**src/pkg/eifb_pkg.sv**
```systemverilog
/*
 * Constants and the state type of the Ethernet event-flag and
 * buffer-count block.
 * Assumes a 32-bit register port with byte addresses on word boundaries.
 */
package eifb_pkg;

    localparam int ADDR_W = 8;
    localparam int DATA_W = 32;

    localparam logic [7:0] OFS_IRQ = 8'h00;
    localparam logic [7:0] OFS_IRQ_CLR = 8'h04;
    localparam logic [7:0] OFS_IRQ_SET = 8'h08;
    localparam logic [7:0] OFS_IRQ_INV = 8'h0c;
    localparam logic [7:0] OFS_STAT = 8'h10;
    localparam logic [7:0] OFS_IEN = 8'h14;
    localparam logic [7:0] OFS_RXWM = 8'h18;
    localparam logic [7:0] OFS_CON1 = 8'h1c;
    localparam logic [7:0] OFS_RXST = 8'h20;

    localparam int FLAG_W = 15;
    localparam int BIT_TX_BUS_ERROR_FLAG = 14;
    localparam int BIT_RX_BUS_ERROR_FLAG = 13;
    localparam int BIT_EWM = 9;
    localparam int BIT_FWM = 8;
    localparam int BIT_RECEIVE_DONE_FLAG = 7;
    localparam int BIT_PEND = 6;
    localparam int BIT_RECEIVE_ACTIVITY_FLAG = 5;
    localparam int BIT_TRANSMIT_DONE_FLAG = 3;
    localparam int BIT_TRANSMIT_ABORT_FLAG = 2;
    localparam int BIT_BDNA = 1;
    localparam int BIT_OVF = 0;
    localparam logic [14:0] STICKY_MASK = 15'h60af;
    localparam logic [14:0] IEN_MASK = 15'h63ef;

    localparam int CNT_LSB = 16;
    localparam int FWM_LSB = 16;
    localparam int EWM_LSB = 0;
    localparam int BIT_BUSY = 7;
    localparam int BIT_TXACT = 6;
    localparam int BIT_RECEIVE_ACTIVITY_FLAG_ST = 5;
    localparam int BIT_ON = 15;
    localparam int BIT_AFC = 7;
    localparam int BIT_DEC = 0;
    localparam logic [7:0] CNT_MAX = 8'hff;
    localparam logic [7:0] CNT_RST = 8'h00;
    localparam logic [14:0] FLAG_RST = 15'h0000;

    typedef struct packed {
        logic [14:0] flags;
        logic [14:0] ien;
        logic [7:0] cnt;
        logic [7:0] ewm_lvl;
        logic [7:0] fwm_lvl;
        logic on;
        logic afc;
        logic halt;
        logic busy;
        logic tx_act;
        logic rx_act;
        logic irq;
        logic [31:0] rdata;
    } eifb_state_t;

endpackage

```
**src/hw/eifb_top.sv**
```systemverilog
/*
 * Event flags, packet buffer count and busy status of the Ethernet
 * controller's DMA side, with a plain register port.
 * Assumes all event inputs are one-cycle pulses from logic on mclk and
 * that software is the only register master.
 */
// Function
// - Transmit DMA bus error sets flag bit 14.
// - Receive DMA bus error sets flag bit 13.
// - Empty watermark flag bit 9 set at count <= level; hw increment clears.
// - Full watermark flag bit 8 set at count >= level; decrement clears.
// - Each successfully received packet sets flag bit 7.
// - Packet pending bit 6 follows nonzero count; writes ignored.
// - Receive data written into buffer-manager FIFO sets flag bit 5.
// - Transmit completion with status written sets flag bit 3.
// - MAC abandoning a transmit packet sets flag bit 2.
// - Receive descriptor overrun sets flag bit 1.
// - Receive FIFO overflow sets flag bit 0.
// - Event flags 14, 13, 7, 5 and 3-0 stay set until reset or a software clear: a zero by direct write, or a one via the clear or invert alias.
// - Count in bits 23-16 grows by descriptors used per received packet.
// - Count saturates at 0xFF and at zero, never wrapping.
// - Simultaneous increment and decrement leave the count unchanged.
// - At 0xFF with automatic flow control, receive halts until decremented.
// - Nonzero count interrupts only with packet pending enable set.
// - Writing the receive descriptor start address clears the count.
// - Switching the module off keeps the count.
// - Busy bit 7 high while on or finishing a transaction.
// - Transmit and receive active bits 6 and 5, forced low when off.
`timescale 1ns/1ps
module eifb_top (
    input wire logic mclk,
    input wire logic reset_n,
    input wire logic [7:0] reg_addr,
    input wire logic [31:0] reg_wdata,
    input wire logic reg_wr,
    input wire logic reg_rd,
    output logic [31:0] reg_rdata,
    input wire logic tx_bus_err_evt,
    input wire logic rx_bus_err_evt,
    input wire logic rx_done_evt,
    input wire logic [7:0] rx_desc_used,
    input wire logic rx_fifo_wr_evt,
    input wire logic tx_done_evt,
    input wire logic tx_abort_evt,
    input wire logic rx_bd_overrun_evt,
    input wire logic rx_fifo_ovf_evt,
    input wire logic tx_in_progress,
    input wire logic rx_in_progress,
    input wire logic txn_outstanding,
    output logic irq,
    output logic rx_halt,
    output logic module_on
);

    eifb_pkg::eifb_state_t s_q;
    eifb_pkg::eifb_state_t s_d;

    logic wr_irq;
    logic wr_clr;
    logic wr_set;
    logic wr_inv;
    logic wr_stat;
    logic wr_ien;
    logic wr_rxwm;
    logic wr_con1;
    logic wr_rxst;
    logic dec_req;
    logic inc_req;
    logic [14:0] hw_evt;
    logic [14:0] sw_flags;
    logic [7:0] cnt_n;

    // Adds with saturation at the top of the 8-bit count.
    function automatic logic [7:0] sat_add(input logic [7:0] a,
                                           input logic [7:0] b);
        logic [8:0] sum;
        sum = {1'b0, a} + {1'b0, b};
        sat_add = sum[8] ? eifb_pkg::CNT_MAX : sum[7:0];
    endfunction

    // Subtracts one, holding at zero.
    function automatic logic [7:0] sat_dec(input logic [7:0] a);
        sat_dec = (a == 8'h00) ? 8'h00 : a - 8'h01;
    endfunction

    always_comb begin
        wr_irq = reg_wr && (reg_addr == eifb_pkg::OFS_IRQ);
        wr_clr = reg_wr && (reg_addr == eifb_pkg::OFS_IRQ_CLR);
        wr_set = reg_wr && (reg_addr == eifb_pkg::OFS_IRQ_SET);
        wr_inv = reg_wr && (reg_addr == eifb_pkg::OFS_IRQ_INV);
        wr_stat = reg_wr && (reg_addr == eifb_pkg::OFS_STAT);
        wr_ien = reg_wr && (reg_addr == eifb_pkg::OFS_IEN);
        wr_rxwm = reg_wr && (reg_addr == eifb_pkg::OFS_RXWM);
        wr_con1 = reg_wr && (reg_addr == eifb_pkg::OFS_CON1);
        wr_rxst = reg_wr && (reg_addr == eifb_pkg::OFS_RXST);
        dec_req = wr_con1 && reg_wdata[eifb_pkg::BIT_DEC];
        inc_req = rx_done_evt && (rx_desc_used != 8'h00);

        hw_evt = 15'h0000;
        hw_evt[eifb_pkg::BIT_TX_BUS_ERROR_FLAG] = tx_bus_err_evt;
        hw_evt[eifb_pkg::BIT_RX_BUS_ERROR_FLAG] = rx_bus_err_evt;
        hw_evt[eifb_pkg::BIT_RECEIVE_DONE_FLAG] = rx_done_evt;
        hw_evt[eifb_pkg::BIT_RECEIVE_ACTIVITY_FLAG] = rx_fifo_wr_evt;
        hw_evt[eifb_pkg::BIT_TRANSMIT_DONE_FLAG] = tx_done_evt;
        hw_evt[eifb_pkg::BIT_TRANSMIT_ABORT_FLAG] = tx_abort_evt;
        hw_evt[eifb_pkg::BIT_BDNA] = rx_bd_overrun_evt;
        hw_evt[eifb_pkg::BIT_OVF] = rx_fifo_ovf_evt;

        // Software edits of the sticky flags; hardware events win below.
        sw_flags = s_q.flags;
        if (wr_irq) begin
            sw_flags = reg_wdata[14:0];
        end
        if (wr_clr) begin
            sw_flags = s_q.flags & ~reg_wdata[14:0];
        end
        if (wr_set) begin
            sw_flags = s_q.flags | reg_wdata[14:0];
        end
        if (wr_inv) begin
            sw_flags = s_q.flags ^ reg_wdata[14:0];
        end

        // Count priority: start-address write, direct write, then events.
        if (wr_rxst) begin
            cnt_n = eifb_pkg::CNT_RST;
        end else if (wr_stat) begin
            cnt_n = reg_wdata[23:16];
        end else if (inc_req && dec_req) begin
            cnt_n = s_q.cnt;
        end else if (inc_req) begin
            cnt_n = sat_add(s_q.cnt, rx_desc_used);
        end else if (dec_req) begin
            cnt_n = sat_dec(s_q.cnt);
        end else begin
            cnt_n = s_q.cnt;
        end

        s_d = s_q;
        s_d.cnt = cnt_n;
        s_d.flags = ((sw_flags & eifb_pkg::STICKY_MASK) | hw_evt)
                    & eifb_pkg::STICKY_MASK;
        s_d.flags[eifb_pkg::BIT_PEND] = (cnt_n != 8'h00);
        s_d.flags[eifb_pkg::BIT_EWM] = inc_req ? 1'b0 :
            (s_q.flags[eifb_pkg::BIT_EWM]
             || (s_q.cnt <= s_q.ewm_lvl));
        s_d.flags[eifb_pkg::BIT_FWM] = dec_req ? 1'b0 :
            (s_q.flags[eifb_pkg::BIT_FWM]
             || (s_q.cnt >= s_q.fwm_lvl));

        if (wr_ien) begin
            s_d.ien = reg_wdata[14:0] & eifb_pkg::IEN_MASK;
        end
        if (wr_rxwm) begin
            s_d.fwm_lvl = reg_wdata[23:16];
            s_d.ewm_lvl = reg_wdata[7:0];
        end
        if (wr_con1) begin
            s_d.on = reg_wdata[eifb_pkg::BIT_ON];
            s_d.afc = reg_wdata[eifb_pkg::BIT_AFC];
        end

        // Receive stays halted while the count is full under flow control.
        s_d.halt = s_q.afc && (s_q.cnt == eifb_pkg::CNT_MAX);
        s_d.busy = s_q.on || txn_outstanding;
        s_d.tx_act = s_q.on && tx_in_progress;
        s_d.rx_act = s_q.on && rx_in_progress;
        s_d.irq = |(s_q.flags & s_q.ien);

        s_d.rdata = 32'h0000_0000;
        if (reg_rd) begin
            case (reg_addr)
                eifb_pkg::OFS_IRQ: begin
                    s_d.rdata = {17'h00000, s_q.flags};
                end
                eifb_pkg::OFS_STAT: begin
                    s_d.rdata = {8'h00, s_q.cnt, 8'h00, s_q.busy,
                                 s_q.tx_act, s_q.rx_act, 5'h00};
                end
                eifb_pkg::OFS_IEN: begin
                    s_d.rdata = {17'h00000, s_q.ien};
                end
                eifb_pkg::OFS_RXWM: begin
                    s_d.rdata = {8'h00, s_q.fwm_lvl, 8'h00, s_q.ewm_lvl};
                end
                eifb_pkg::OFS_CON1: begin
                    s_d.rdata = {16'h0000, s_q.on, 7'h00, s_q.afc, 7'h00};
                end
                default: begin
                    s_d.rdata = 32'h0000_0000;
                end
            endcase
        end
    end

    always_ff @(posedge mclk or negedge reset_n) begin
        if (!reset_n) begin
            s_q <= '0;
        end else begin
            s_q <= s_d;
        end
    end

    assign reg_rdata = s_q.rdata;
    assign irq = s_q.irq;
    assign rx_halt = s_q.halt;
    assign module_on = s_q.on;

    logic cnt_wr_any;
    assign cnt_wr_any = wr_rxst || wr_stat;

    logic irq_any;
    assign irq_any = |(s_q.flags & s_q.ien);
endmodule

```
**config.mk**
```make
export PLATFORM = sky130hd
export DESIGN_NAME = eifb_top
export DESIGN_NICKNAME = d
export VERILOG_FILES = /design/src/pkg/eifb_pkg.sv /design/src/hw/eifb_top.sv
export SDC_FILE = /design/constraint.sdc
export NUM_CORES = 1
export LEC_CHECK = 0
export BUFFER_PORTS_ARGS = -buffer_cell sky130_fd_sc_hd__buf_2
export CAP_MARGIN = 20
export CORE_ASPECT_RATIO = 1.75
export CORE_MARGIN = 4
export CORE_UTILIZATION = 52
export CTS_BUF_LIST = sky130_fd_sc_hd__clkbuf_4
export DETAILED_ROUTE_END_ITERATION = 8
export PLACE_DENSITY = 0.83
export SETUP_SLACK_MARGIN = 0.05
export SLEW_MARGIN = 25
export SYNTH_ARGS = -nofsm -noshare
export SYNTH_HDL_FRONTEND = slang
export SYNTH_SLANG_ARGS = --single-unit
```
**constraint.sdc**
```tcl
create_clock -name mclk -period 2.8 [get_ports mclk]
set_clock_uncertainty 0.05 [all_clocks]
set_input_delay 0.28 -clock mclk [delete_from_list [all_inputs] [get_ports mclk]]
set_output_delay 0.28 -clock mclk [all_outputs]
set_load 0.01 [all_outputs]
```
==> results.yml, run 1 <==
timing:
  relSlewSlack: 0.598
  fmaxAchievable_mhz: 363
  rsz0062_at_grt: "yes"
  fin_tns_setup_ns: 0
  hold_viol_final: 0
  fin_crit_ns: 2.75
  min_period_over_period: 0.983
  fin_ws_ns: 0.0480
  slew_viol_final: 0
  tightest_slew_ns: 0.600
  setup_viol: 0
worst_setup_path:
  crit_fanout: 3
  r2r_cells: 9
  crit_chain: "ha_1 -> fa_2 -> a211o_1 -> nand4_1 -> nand4_1 -> o21ai_1 -> o21ai_1 -> or4_1 -> nand4bb_1"
  critPathArrivalTime_ns: 3.02
  critPathKind: "register to register"
  crit_buf_inv: 0
  worst_setup_path_end_kind: "register"
  startpoint_type: "register"
  crit_slowest_cell: "or4_1"
  reg2reg_from: "s_q[55]$_DFF_PN0_"
  cpPeakStageDelay_ns: 0.57
  reg2reg_setup_slack_ns: 0.05
  crit_family: "simple AND/OR/NAND/NOR gates"
  worstPathRequired_ns: 3.07
  rr_endpoint: "s_q[84]$_DFF_PN0_"
outcome:
  status: "finished clean"
grt:
  grt_pass1_vias: 4432
  grt_util_all_layers: 0.245
  grt_overflow: 0
  grt_pass1_wl_um: 20600
  grt_max_degree: 75
  antenna_found_initial: 0
synth:
  seq_area_frac_synth: 0.381
  ys_async_sr_fraction: 1.00
  avgSynthCellArea_um2: 8.95
  synth_cells: 543
  synth_edf_count: 0
  synth_seq_cells: 74
  synthFlopType: "dfrtp_1"
  synth_cell_type_count: 63
  synth_area_um2: 4860
  synth_warnings: 0
drt:
  ant_nets: 0
  drt_pass1_iterations: 5
  viasPerCell: 5.70
  wl_per_cell_um: 16.7
  dr_total_vias: 4323
  wirelength_um: 12700
  drt-initial-drc-count: 263
  drc: 0
clock_network:
  cts_setup_buffers: 0
  cts.sinks: 74
  worstSkewPairLatency_ns: 0.45
  cts_inserted_buffers: 9
  h-tree-depth: 3
  cts_max_path_buffers: 2
  cts_tree: "done"
  cts_root_buffer: "clkbuf_4"
  path_clk_slew_ns: 0.12
final_layout:
  final_cell_mix: "75 x buf_2, 74 x dfrtp_1, 62 x nor2_1"
  layout_commonest_cell: "buf_2"
  n_antenna_cell: 0
  drive_gt1_frac: 0.241
  area_growth_pct: 16.3
  fin_nets: 741
  final_cells: 759
power_and_ir_drop:
  worst_ir_drop_vdd_uv: 350
  p_leak_nw: 2.66
  power.density_nw_per_um2: 527
  p_total_mw: 2.98
floorplanning:
  die-height_um: 136
  fp.coreArea_um2: 9090
  dieArea_um2: 11000
  start_util: 0.534
  io-pin-count: 98
  num_rows: 46
  die_x_um: 81.1
run:
  drv_cap: 0
hold_path:
  worstHoldStart: "reg_wdata[16]"
  min_path_cells: 2
  hp-class: "input port to register"
  hold_end: "s_q[39]$_DFFE_PN0P_"
placed_design:
  portBuffers: 75
  dp_slack_ns: -0.0106
  globalplace.congestion: 0.930
  dp.cells: 733
  dp_hpwl_um: 9960
## layer usage
| metal | vias to the layer above | wire length, µm | GRT usage |
|---|---|---|---|
| li1 | 2074 | - | - |
| met1 | 2033 | 4410 | 0.241 |
| met2 | 158 | 6930 | 0.456 |
| met3 | 58 | 572 | 0.0411 |
| met4 | 0 | 782 | 0.157 |
| met5 | - | 0 | 0 |
## cells by family after synthesis
| kind of cell | after synthesis | share of synthesized area |
|---|---|---|
| AND/OR/NAND/NOR | 174 | 0.176 |
| AO/OA/AOI/OAI | 139 | 0.188 |
| buffers and inverters | 92 | 0.0976 |
| flip-flops | 74 | 0.381 |
| adder cells (fa/ha/maj) | 44 | 0.115 |
| multiplexers | 13 | 0.0301 |
| XOR/XNOR | 6 | 0.0108 |
| other | 1 | 0.000772 |
## how the worst max path moves through the flow
stage                 startpoint           endpoint  slack (ns)  depth (start not counted)
2_1_floorplan  s_q[55]$_DFF_PN0_  s_q[84]$_DFF_PN0_        0.08                          9
3_3_place_gp     rx_desc_used[0]  s_q[84]$_DFF_PN0_        0.03                         10
3_5_place_dp     rx_desc_used[0]  s_q[84]$_DFF_PN0_       -0.01                         10
4_1_cts        s_q[55]$_DFF_PN0_  s_q[84]$_DFF_PN0_        0.08                          9
5_1_grt        s_q[55]$_DFF_PN0_  s_q[84]$_DFF_PN0_       -0.07                          9
6_report       s_q[55]$_DFF_PN0_  s_q[84]$_DFF_PN0_        0.05                          9
## power breakdown
group | switching (mW) | internal [mW]
registers | 0.0575 | 1.14
logic | 0.595 | 0.467
clock network | 0.429 | 0.286
total | 1.08 | 1.90
## state kept, by name, summed over array words and instances (netlist names)
register / cells
reg_rdata: 21
s_q: 50
rx_halt: 1
irq: 1
module_on: 1
## synthesized netlist by cell type, types with 13 or more instances
master,instances,area share
nor2_1,62,0.048
a21oi_1,39,0.040
nand2_1,38,0.029
o21ai_0,30,0.031
mux2_2,13,0.030
clkbuf_1,18,0.014
inv_1,38,0.029
a22oi_1,21,0.032
dfrtp_1,74,0.38
ha_1,43,0.11
nor3_1,14,0.014
buf_4,32,0.049
## through the flow
step | cell area, µm² | util | hold slack, ns
after global placement | 5390 | 0.593 | 0.281
final | 5650 | 0.621 | 0.0319
after CTS | 5650 | 0.621 | 0.00260
after floorplan | 4890 | - | -0.0656
after global routing | 5650 | 0.621 | 0.00892
after detailed placement | 5390 | 0.593 | 0.285
## cell type report
type                    count  area (µm²)
well taps                 120         150
repair buffers            124         781
inverters                  38         143
clock inverters             7        82.6
clock buffers               9        67.6
flip-flops and latches     74        1850
fillers                   812        3450
multi-input cells         387        2570
## repair_timing
action	in CTS	in global routing
hold endpoints to repair	83	0
resized for setup	1	0
hold buffers	10	0
endpoints found under the setup margin	1	1
pin swaps	1	0
gates cloned	0	0
Note: power is estimated with default switching activity, not from simulation.
==> run 2: changes to the inputs <==
--- a/config.mk
+++ b/config.mk
@@ -12,6 +12,7 @@
 export CORE_UTILIZATION = 52
 export CTS_BUF_LIST = sky130_fd_sc_hd__clkbuf_4
 export DETAILED_ROUTE_END_ITERATION = 8
+export MAX_ROUTING_LAYER = met4
 export PLACE_DENSITY = 0.83
 export SETUP_SLACK_MARGIN = 0.05
 export SLEW_MARGIN = 25
==> results.yml, run 2 (synthesis results as in run 1) <==
final_layout:
  final_cell_mix: "75 x buf_2, 74 x dfrtp_1, 62 x nor2_1"
  area_growth_pct: 16.2
  final_cells: 759
  n_antenna_cell: 0
  fin_nets: 741
  regMostFlops: "s_q"
  drive_gt1_frac: 0.247
  largest_reg_flops: 50
  multi_input_area_um2: 2580
  layout_commonest_cell: "buf_2"
  regArea_um2: 1850
  num-fill-cells: 793
timing:
  min_period_over_period: 0.991
  tightest_slew_ns: 0.798
  fin_crit_ns: 2.77
  hold_viol_final: 0
  relSlewSlack: 0.468
  fmaxAchievable_mhz: 360
  rsz0062_at_grt: "yes"
  slew_viol_final: 0
  hold_ws_ns: 0.0311
  setup_viol: 0
  fin_ws_ns: 0.0251
drt:
  wirelength_um: 12800
  wl_per_cell_um: 16.8
  dr_total_vias: 4405
  drt-initial-drc-count: 349
  ant_nets: 0
  drt_pass1_iterations: 7
  viasPerCell: 5.80
  drc: 0
placed_design:
  portBuffers: 75
  dp.cells: 733
  dp_hpwl_um: 10100
  globalplace.congestion: 0.935
  dp_slack_ns: -0.0628
floorplanning:
  num_rows: 46
  dieArea_um2: 11000
  fp.coreArea_um2: 9090
  io-pin-count: 98
  die-height_um: 136
  die_x_um: 81.1
  start_util: 0.534
clock_network:
  cts_max_path_buffers: 2
  cts_inserted_buffers: 9
  h-tree-depth: 3
  worstSkewPairLatency_ns: 0.44
  path_clk_slew_ns: 0.12
  cts_root_buffer: "clkbuf_4"
  cts_tree: "done"
  cts.sinks: 74
power_and_ir_drop:
  power.density_nw_per_um2: 526
  p_leak_nw: 2.67
  worst_ir_drop_vdd_uv: 271
  p_total_mw: 2.97
worst_setup_path:
  crit_chain: "ha_2 -> fa_2 -> a211o_1 -> nand4_1 -> buf_4 -> nand2_1 -> o21ai_0 -> a31oi_1 -> or4_4 -> nand4bb_1"
  reg2reg_from: "s_q[55]$_DFF_PN0_"
  startpoint_type: "register"
  crit_fanout: 3
  critPathArrivalTime_ns: 3.02
  worst_setup_path_end_kind: "register"
  critPathKind: "register to register"
  crit_path_start: "s_q[55]$_DFF_PN0_"
  crit_slowest_cell: "or4_4"
  cpPeakStageDelay_ns: 0.51
  worstPathRequired_ns: 3.05
grt:
  grt_util_all_layers: 0.251
  grt_pass1_vias: 4496
  antenna_found_initial: 0
  grt_overflow: 0
  grt_max_degree: 43
  grt_pass1_wl_um: 20600
hold_path:
  worstHoldStart: "reg_wdata[17]"
  hp-class: "input port to register"
run:
  drv_cap: 0
outcome:
  status: "finished clean"
==> run 2: metal layers <==
metal	up-vias	wire, µm	GRT usage
met2	172	7070	0.444
met4	0	644	0.153
met3	61	617	0.0471
met1	2095	4440	0.246
met5	-	0	-
li1	2077	-	-
==> run 2: layout make-up <==
type / instances / area share
Clock buffer: 9 / 0.0120
Clock inverter: 7 / 0.0137
Inverter: 38 / 0.0253
Multi-Input combinational cell: 387 / 0.457
Sequential cell: 74 / 0.328
Tap cell: 120 / 0.0266
Timing Repair Buffer: 124 / 0.137
==> run 2: timing repair <==
action / in CTS / in global routing
setup buffers: 1 / 1
setup endpoints to repair: 1 / 1
hold buffers: 8 / 0
pin swaps: 2 / 3
hold endpoints to repair: 39 / 0
resized for setup: 2 / 1
==> run 2: path summary, 6_finish.rpt <==
kind	endpoint	slack [ns]	cells past startpoint
worst max register to register	s_q[84]$_DFF_PN0_	0.03	10
worst max-delay path	s_q[84]$_DFF_PN0_	0.03	10
worst min-delay path	s_q[40]$_DFFE_PN0P_	0.03	2
min in group asynchronous	module_on$_DFFE_PN0N_	0.40	2
worst min register to register	s_q[63]$_DFFE_PN0P_	0.48	2
max in group asynchronous	s_q[44]$_DFFE_PN0P_	1.60	3
==> run 2: critical path: cells and delay by family (launching register included) <==
family	cells	cell delay, ns
simple gates	4	0.92
compound gates	3	0.60
fa+ha+maj	2	0.54
flops	1	0.41
buf+inv	1	0.14
==> run 2: power by group <==
group / switching (mW) / internal [mW] / total [mW]
clock network: 0.408 / 0.281 / 0.689
registers: 0.0561 / 1.14 / 1.20
logic: 0.603 / 0.476 / 1.08
==> run 2: through the flow <==
| stage | util | setup TNS (ns) | cell area, µm² |
|---|---|---|---|
| after floorplan | - | 0 | 4890 |
| after global placement | 0.593 | 0 | 5390 |
| after detailed placement | 0.593 | -0.0628 | 5390 |
| after CTS | 0.619 | 0 | 5630 |
| after global routing | 0.621 | -0.0629 | 5640 |
| final | 0.621 | 0 | 5640 |
